[src/include/sct_pkg.sv]
package sct_pkg;
    // register map: byte-wide registers on a plain port
    localparam logic [3:0] ADDR_CTRL_ONE = 4'h0;
    localparam logic [3:0] ADDR_CTRL_TWO = 4'h1;
    localparam logic [3:0] ADDR_STATUS = 4'h2;
    localparam logic [3:0] ADDR_CAP1_HI = 4'h4;
    localparam logic [3:0] ADDR_CAP1_LO = 4'h5;
    localparam logic [3:0] ADDR_CNT_HI = 4'h8;
    localparam logic [3:0] ADDR_CNT_LO = 4'h9;
    localparam logic [3:0] ADDR_ALT_HI = 4'hA;
    localparam logic [3:0] ADDR_ALT_LO = 4'hB;
    localparam logic [3:0] ADDR_CAP2_HI = 4'hC;
    localparam logic [3:0] ADDR_CAP2_LO = 4'hD;
    // control_register_one fields
    localparam int CR1_CAP_IRQ_EN = 7;
    localparam int CR1_CAP_EDGE_ONE = 1;
    localparam int CR1_ROLL_IRQ_EN = 5;
    // control_register_two fields
    localparam int CR2_SINGLE_PULSE = 4;
    // kept clear of the clock select field at bits 3:2
    localparam int CR2_PWM_MODE = 5;
    localparam int CR2_CLK_SEL_LO = 2;
    localparam int CR2_EXT_EDGE = 0;
    localparam int CR2_CAP_EDGE_TWO = 1;
    // timer_status_register fields
    localparam int SR_CAP_FLAG_ONE = 7;
    localparam int SR_CAP_FLAG_TWO = 4;
    localparam int SR_ROLL_FLAG = 5;
    // clock select codes
    localparam logic [1:0] CLK_DIV4 = 2'b00;
    localparam logic [1:0] CLK_DIV2 = 2'b01;
    localparam logic [1:0] CLK_DIV8 = 2'b10;
    localparam logic [1:0] CLK_EXT = 2'b11;
    // reset and reload values
    localparam logic [15:0] COUNT_RELOAD = 16'hFFFC;
    localparam logic [7:0] CTRL_RESET = 8'h00;
    localparam logic [2:0] PRESC_RESET = 3'h0;
endpackage : sct_pkg

[src/sct_timer.sv]
// The strobed register port and the register addresses were left to the implementer.
`timescale 1ns/100ps
// Overview of operation
// - counter advances at cpu clock over 2, 4, 8 or external clock
// - write to either counter low byte reloads counter with FFFCh
// - reset loads FFFCh, the only reload value in every mode
// - alternate counter view reads same value, never clears rollover flag
// - high byte read freezes low byte in a buffer until low is read
// - lone low byte read after complete sequence returns live low byte
// - rollover FFFFh to 0000h sets rollover flag in every mode
// - rollover irq asserted while flag, enable set and cpu mask clear
// - rollover flag clears by status read then counter low access
// - counter runs in wait, frozen in halt, resumes held count
// - clock select field both ones selects external clock pin
// - edge select bit chooses rising or falling external edge
// - external clock is synchronised before it advances the counter
// - capture words latch counter on active pin edge, newest wins
// - capture edge one in control one, edge two in control two
// - capture sets channel flag; one enable gates irq with cpu mask
// - capture flag clears by status read then capture low access
// - capture high read blocks channel captures until low is read
// - in single pulse or pwm mode only channel two captures
// - capture pin two always feeds capture logic, pin one not in single pulse or pwm mode; only the selected edge counts
// - capture flag appears two to three clocks after the pin event
module sct_timer
    import sct_pkg::*;
(
    input wire logic ref_clk,
    input wire logic reset,
    input wire logic [3:0] reg_addr,
    input wire logic [7:0] reg_wdata,
    input wire logic reg_write,
    input wire logic reg_read,
    output logic [7:0] reg_rdata,
    input wire logic cpu_irq_mask,
    input wire logic halt_mode,
    input wire logic ext_clock_pin,
    input wire logic capture_pin_one,
    input wire logic capture_pin_two,
    output logic rollover_irq,
    output logic capture_irq
);

    // ========================================================
    // pin synchronisers
    // ========================================================
    logic [2:0] sync_a;
    logic [2:0] sync_b;
    logic [2:0] pin_prev;
    logic [2:0] next_sync_a;
    logic [2:0] next_sync_b;

    always_comb begin
        next_sync_a = {capture_pin_two, capture_pin_one, ext_clock_pin};
        next_sync_b = sync_a;
    end

    always_ff @(posedge ref_clk or posedge reset) begin
        if (reset) begin
            sync_a <= 3'h0;
            sync_b <= 3'h0;
            pin_prev <= 3'h0;
        end else begin
            sync_a <= next_sync_a;
            sync_b <= next_sync_b;
            pin_prev <= sync_b;
        end
    end

    function automatic logic edge_hit(input logic now, input logic was,
                                      input logic rising);
        edge_hit = rising ? (now & ~was) : (~now & was);
    endfunction : edge_hit

    // ========================================================
    // registers and counter
    // ========================================================
    logic [7:0] ctrl_one;
    logic [7:0] ctrl_two;
    logic [15:0] count_word;
    logic [2:0] presc;
    logic [7:0] low_buf;
    logic low_frozen;
    logic roll_flag;
    logic roll_armed;
    logic [1:0] cap_flag;
    logic [1:0] cap_armed;
    logic [1:0] cap_block;
    logic [15:0] cap_word [2];
    logic [7:0] next_ctrl_one;
    logic [7:0] next_ctrl_two;
    logic [15:0] next_count_word;
    logic [2:0] next_presc;
    logic [7:0] next_low_buf;
    logic next_low_frozen;
    logic next_roll_flag;
    logic next_roll_armed;
    logic [1:0] next_cap_flag;
    logic [1:0] next_cap_armed;
    logic [1:0] next_cap_block;
    logic [15:0] next_cap_word [2];
    logic tick;
    logic [1:0] cap_event;
    logic [1:0] cap_edge_sel;
    logic pulse_modes;
    logic wr_cnt_lo;
    logic acc_cnt_lo;
    logic rd_status;

    always_comb begin
        logic [1:0] clk_sel;
        clk_sel = ctrl_two[CR2_CLK_SEL_LO +: 2];
        case (clk_sel)
            CLK_DIV2: tick = presc[0];
            CLK_DIV4: tick = &presc[1:0];
            CLK_DIV8: tick = &presc;
            CLK_EXT: tick = edge_hit(sync_b[0], pin_prev[0],
                                     ctrl_two[CR2_EXT_EDGE]);
            default: tick = 1'b0;
        endcase
        // halt also holds the prescaler, so a wake-up resumes the same phase
        if (halt_mode) begin
            tick = 1'b0;
        end
    end

    always_comb begin
        cap_edge_sel = {ctrl_two[CR2_CAP_EDGE_TWO],
                        ctrl_one[CR1_CAP_EDGE_ONE]};
        pulse_modes = ctrl_two[CR2_SINGLE_PULSE] | ctrl_two[CR2_PWM_MODE];
        for (int i = 0; i < 2; i++) begin
            cap_event[i] = edge_hit(sync_b[i+1], pin_prev[i+1],
                                    cap_edge_sel[i]);
        end
        if (pulse_modes) begin
            cap_event[0] = 1'b0;
        end
        wr_cnt_lo = reg_write &&
                    (reg_addr == ADDR_CNT_LO || reg_addr == ADDR_ALT_LO);
        acc_cnt_lo = (reg_write || reg_read) && reg_addr == ADDR_CNT_LO;
        rd_status = reg_read && reg_addr == ADDR_STATUS;
    end

    always_comb begin
        next_ctrl_one = ctrl_one;
        next_ctrl_two = ctrl_two;
        next_presc = halt_mode ? presc : presc + 3'd1;
        next_count_word = tick ? count_word + 16'd1 : count_word;
        next_low_buf = low_buf;
        next_low_frozen = low_frozen;
        next_roll_flag = roll_flag;
        next_roll_armed = roll_armed;
        next_cap_flag = cap_flag;
        next_cap_armed = cap_armed;
        next_cap_block = cap_block;
        next_cap_word = cap_word;
        if (reg_write && reg_addr == ADDR_CTRL_ONE) begin
            next_ctrl_one = reg_wdata;
        end
        if (reg_write && reg_addr == ADDR_CTRL_TWO) begin
            next_ctrl_two = reg_wdata;
        end
        if (wr_cnt_lo) begin
            next_count_word = COUNT_RELOAD;
            next_presc = PRESC_RESET;
        end
        if (reg_read && (reg_addr == ADDR_CNT_HI ||
                         reg_addr == ADDR_ALT_HI) && !low_frozen) begin
            next_low_buf = count_word[7:0];
            next_low_frozen = 1'b1;
        end
        if (reg_read && (reg_addr == ADDR_CNT_LO ||
                         reg_addr == ADDR_ALT_LO)) begin
            next_low_frozen = 1'b0;
        end
        // clear steps first so that a same-cycle set wins
        if (rd_status && roll_flag) begin
            next_roll_armed = 1'b1;
        end
        if (acc_cnt_lo && roll_armed) begin
            next_roll_flag = 1'b0;
            next_roll_armed = 1'b0;
        end
        if (tick && count_word == 16'hFFFF) begin
            next_roll_flag = 1'b1;
        end
        for (int i = 0; i < 2; i++) begin
            logic [3:0] lo_a;
            logic [3:0] hi_a;
            lo_a = (i == 0) ? ADDR_CAP1_LO : ADDR_CAP2_LO;
            hi_a = (i == 0) ? ADDR_CAP1_HI : ADDR_CAP2_HI;
            if (rd_status && cap_flag[i]) begin
                next_cap_armed[i] = 1'b1;
            end
            if ((reg_read || reg_write) && reg_addr == lo_a) begin
                if (cap_armed[i]) begin
                    next_cap_flag[i] = 1'b0;
                    next_cap_armed[i] = 1'b0;
                end
            end
            if (reg_read && reg_addr == lo_a) begin
                next_cap_block[i] = 1'b0;
            end
            if (reg_read && reg_addr == hi_a) begin
                next_cap_block[i] = 1'b1;
            end
            if (cap_event[i] && !cap_block[i]) begin
                next_cap_word[i] = count_word;
                next_cap_flag[i] = 1'b1;
            end
        end
    end

    always_ff @(posedge ref_clk or posedge reset) begin
        if (reset) begin
            ctrl_one <= CTRL_RESET;
            ctrl_two <= CTRL_RESET;
            count_word <= COUNT_RELOAD;
            presc <= PRESC_RESET;
            low_buf <= 8'h00;
            low_frozen <= 1'b0;
            roll_flag <= 1'b0;
            roll_armed <= 1'b0;
            cap_flag <= 2'b00;
            cap_armed <= 2'b00;
            cap_block <= 2'b00;
            cap_word[0] <= 16'h0000;
            cap_word[1] <= 16'h0000;
        end else begin
            ctrl_one <= next_ctrl_one;
            ctrl_two <= next_ctrl_two;
            count_word <= next_count_word;
            presc <= next_presc;
            low_buf <= next_low_buf;
            low_frozen <= next_low_frozen;
            roll_flag <= next_roll_flag;
            roll_armed <= next_roll_armed;
            cap_flag <= next_cap_flag;
            cap_armed <= next_cap_armed;
            cap_block <= next_cap_block;
            cap_word <= next_cap_word;
        end
    end

    // ========================================================
    // read port and interrupt requests
    // ========================================================
    logic [7:0] next_rdata;
    logic [7:0] status_byte;

    always_comb begin
        status_byte = 8'h00;
        status_byte[SR_CAP_FLAG_ONE] = cap_flag[0];
        status_byte[SR_CAP_FLAG_TWO] = cap_flag[1];
        status_byte[SR_ROLL_FLAG] = roll_flag;
        next_rdata = 8'h00;
        if (reg_read) begin
            case (reg_addr)
                ADDR_CTRL_ONE: next_rdata = ctrl_one;
                ADDR_CTRL_TWO: next_rdata = ctrl_two;
                ADDR_STATUS: next_rdata = status_byte;
                ADDR_CAP1_HI: next_rdata = cap_word[0][15:8];
                ADDR_CAP1_LO: next_rdata = cap_word[0][7:0];
                ADDR_CAP2_HI: next_rdata = cap_word[1][15:8];
                ADDR_CAP2_LO: next_rdata = cap_word[1][7:0];
                ADDR_CNT_HI,
                ADDR_ALT_HI: next_rdata = count_word[15:8];
                ADDR_CNT_LO,
                ADDR_ALT_LO: next_rdata = low_frozen ? low_buf
                                          : count_word[7:0];
                default: next_rdata = 8'h00;
            endcase
        end
    end

    always_ff @(posedge ref_clk or posedge reset) begin
        if (reset) begin
            reg_rdata <= 8'h00;
        end else begin
            reg_rdata <= next_rdata;
        end
    end

    // pending flags simply wait for enable and mask to allow them
    assign rollover_irq = roll_flag & ctrl_one[CR1_ROLL_IRQ_EN]
                          & ~cpu_irq_mask;
    assign capture_irq = (|cap_flag) & ctrl_one[CR1_CAP_IRQ_EN]
                         & ~cpu_irq_mask;
endmodule : sct_timer

[config.mk]
export PLATFORM = sky130hd
export DESIGN_NAME = sct_timer
export DESIGN_NICKNAME = d
export VERILOG_FILES = /design/src/include/sct_pkg.sv /design/src/sct_timer.sv
export SDC_FILE = /design/constraint.sdc
export NUM_CORES = 1
export LEC_CHECK = 0
export ABC_CLOCK_PERIOD_IN_PS = 3500
export BUFFER_PORTS_ARGS = -buffer_cell sky130_fd_sc_hd__buf_2
export CORE_MARGIN = 5
export CORE_UTILIZATION = 55
export CTS_CLUSTER_DIAMETER = 120
export DETAILED_ROUTE_END_ITERATION = 6
export PLACE_DENSITY = 0.76
export SLEW_MARGIN = 20
export SYNTH_ARGS = -nofsm -noshare
export SYNTH_HDL_FRONTEND = slang
export SYNTH_SLANG_ARGS = --single-unit
[constraint.sdc]
create_clock -name ref_clk -period 3.5 [get_ports ref_clk]
set_input_delay 0.7 -clock ref_clk [delete_from_list [all_inputs] [get_ports ref_clk]]
set_output_delay 0.7 -clock ref_clk [all_outputs]
set_load 0.01 [all_outputs]
==> out/summary.md <==
For the area occupied by registers, the log shows 2540 µm². The setup check on the worst reg-to-reg path leaves a slack of 1450 ps. The tools report the top-level port count as 31. The number of cells traversed by the worst register-to-register path came out at 6. The floorplan die area is 10900 µm².

The number of port buffers was 30. The worst setup path is launched from an input pin. From synthesis to final layout, the design area changed by 8.34%.

The final weighted congestion in routability-driven placement was 0.858. The source of the critical timing path is reg_addr[0]. For this configuration, the core starts out at a cell density of 56.4%. The register area share after synthesis came out at 52.0%.

Counting flops with an async set or reset pin after synthesis yields a share of 100%. In this run the remaining antenna-violating nets after routing total 0. Die width: 104 µm. The run gives 0.000265 V as the peak ir drop on the vdd network.

The number of global-route vias before repair came out at 3555. The multi-input combinational cells in the finished layout cover a total of 2190 µm². The worst register-to-register path begins at presc[0].

Among all cell types in the netlist, the one instantiated most often is sky130_fd_sc_hd__dfrtp_1. The average routed wire per standard cell is 20.2 µm. The final HPWL from detailed placement was 7730 µm. Max-cap violations in this run came to 0. In this run the worst path has a maximum fanout of 39. For this run, the leading register cell type out of synthesis is sky130_fd_sc_hd__dfrtp_1.

TritonCTS built the clock tree. The Yosys step of the flow raised 0 warnings. Count of vias placed by the detailed router: 3495. Prior to clock tree synthesis, the placed netlist has a worst setup slack of 875 ps. Derived from the worst setup path, the maximum achievable clock frequency is 450 MHz.

The die outline height was 104 µm. The tools report the count of cell types in the netlist as 64. Data arrives at the worst endpoint at 2480 ps. The later pin in the worst-skew pair is clocked with a latency of 370 ps. In this run the biggest area consumer among cell types represents 44.5% of the synthesized area. The count of hold buffers inserted by post-cts repair was 0; the net count after synthesis was 441.

The data required time of the worst path is 3760 ps, and the layout cell share with drive strength beyond 1 is 30.5%. The actual slew at the worst max-slew pin works out to 756 ps. After detailed routing, the number of remaining DRC violations is 0. Summed over all cells, the static leakage comes to 0.00214 µW. For the combined area of all synthesized cells, the log shows 4890 µm².

Count of flip-flops with a built-in enable after synthesis: 0. On the final layout, the worst clock skew is 8.81 ps. For the area of the core, the log shows 8680 µm². The number of fillers in the final layout was 712; the number of sinks on the clock net was 101. The class of the most critical setup path was input pin to flip-flop. Once the clock tree was built, the setup fixing pass inserted 0 buffers.

The number of cells produced by synthesis was 417. In the routed layout, each cell is associated on average with a via count of 6.34. The tools report the root buffer selected by CTS as sky130_fd_sc_hd__clkbuf_8. In the finished design, the share of the clock period the worst path needs comes to 63.4%.

The worst slew margin relative to its limit was 49.6%. The flow ran to the end, and the final reports show no timing, DRC or antenna violations. For the number of endpoints failing setup at the final stage, the log shows 0. The total chip power came out at 3720 µW. Dividing total power by cell area gives a power density of 703 nW/µm². Critical path capture point: ctrl_two[4]. Pin count of the biggest net entering global routing: 51. The run gives 0 as the number of pins with negative max-slew slack in the final report.

Setup repair after global routing left no endpoint under its margin. The terminus of the critical flop-to-flop path is roll_flag. The leading area contributor after synthesis is sky130_fd_sc_hd__dfrtp_1.

Sorting the synthesized cells by how often they occur yields 87 x sky130_fd_sc_hd__dfrtp_1, 58 x sky130_fd_sc_hd__mux2_2, 25 x sky130_fd_sc_hd__nor2_1. After synthesis, the cell types taking the most area are sky130_fd_sc_hd__dfrtp_1 45%, sky130_fd_sc_hd__mux2_2 13%, sky130_fd_sc_hd__dfstp_2 7.5%, sky130_fd_sc_hd__mux2i_1 4.3%, sky130_fd_sc_hd__nor2_1 1.9%. Dividing the synthesized area by the synthesized cell count gives 11.7 µm².

CTS built an H-tree with a depth of 3. Clock-pin slew was measured on the worst setup and hold paths at 90 ps. For this run the aggregate overflow at the end of global routing stands at 0. Setup total negative slack on the finished layout was measured at 0 ps.

The number of antenna violations at the first check in global routing is 0, and the post-CTS resize count is 0. The number of DRC markers in iteration 0 was 201; the core occupancy in the finished layout was 61.1%. The pre-antenna-repair detailed-routing pass consisted of 5 iterations. Global routing used 21.1% of the available tracks. The longest clock path from root to sink contains 2 buffers. In this run, synthesis produced a sequential element count of 101. The path class of the tightest hold or removal check is flip-flop to flip-flop.

The worst path in the final design needs a cycle of 2220 ps, including I/O delays and setup. The final layout contains 462 nets. After floorplanning, the core was divided into 34 placement rows.

For the count of endpoints failing hold in the final timing report, the log shows 0. Antenna diode instance count: 0. The worst setup path is captured at a flip-flop. Final hold analysis gives a worst-case slack of 362 ps. The tools report the wire length of the first global-routing pass as 18500 µm. Across all setup checks in the final design, the least slack found is 1280 ps.

Buffers inserted during clock tree synthesis total 9. Wires add up to 11100 µm.
[state kept, by name (all words and copies together), names as in the netlist, 8 cells and up]
register and cells:
cap_word 32, count_word 16, ctrl_one 8, ctrl_two 8, low_buf 8, reg_rdata 8
[power by group]
part / switching, µW / leakage, µW / internal (µW)
Combinational: 472 / 0.000900 / 515
Clock: 406 / 0.000101 / 356
Sequential: 378 / 0.00114 / 1600
[cell families (layout without fill, tap and decap cells)]
kind of cell | count (synthesis) | after routing | synth area share (%)
and+or+nand+nor | 119 | 119 | 13.7
muxes | 82 | 82 | 18.9
xor gates and xnor gates | 1 | 1 | 0.179
adders and majority gates | 3 | 3 | 0.768
DFF | 101 | 101 | 52.0
buffers and inverters | 32 | 58 | 3.10
AOI/OAI and AO/OA | 79 | 79 | 11.4
[worst min path at each step]
stage,slack (ps),to,startpoint,cells after the start
after floorplan,330,sync_b[0],next_sync_b[0],0
after CTS,360,sync_b[0],next_sync_b[0],0
final,360,sync_b[0],next_sync_b[0],0
after global placement,330,sync_b[0],next_sync_b[0],0
after global routing,370,sync_b[0],next_sync_b[0],0
after detailed placement,340,sync_b[1],next_sync_b[1],0
[worst max-delay path, stage by stage]
cell and delay (ps):
sky130_fd_sc_hd__buf_2 580, sky130_fd_sc_hd__nor2b_1 380, sky130_fd_sc_hd__nand3_1 400, sky130_fd_sc_hd__mux2_2 400
[placed cells by master (no fill, tap or decap), drive strengths merged, types with 5 or more instances in the layout]
master  count
a22o        5
inv         9
or4         6
o21ai      18
nor3        5
clkbuf     10
nor2       25
a21oi      15
and2        8
dfstp      14
mux2       59
nand4       5
nor2b       7
nor3b       5
nand2      20
buf        35
o31ai       8
mux2i      21
dfrtp      87
nand3      16
[cell type report]
cell class	count	share of cell area, %
clock buffers	10	2.60
clock inverters	6	1.32
inverters	7	0.543
repair buffers	35	3.54
well taps	108	2.55
multi-input cells	284	41.4
flip-flops and latches	101	48.0
[layer usage]
| layer | GRT usage (%) | routed length, µm |
|---|---|---|
| met5 | 0 | 0 |
| met2 | 32.9 | 5350 |
| met3 | 3.97 | 638 |
| met1 | 28.9 | 4820 |
| met4 | 8.70 | 294 |
[metrics by stage]
stage               std cells  cell area [µm²]
floorplan                 417             4890
global placement          535             5090
detailed placement        535             5090
CTS                       551             5300
global route              551             5300
finish                    551             5300
Note: power is estimated with default switching activity, not from simulation.
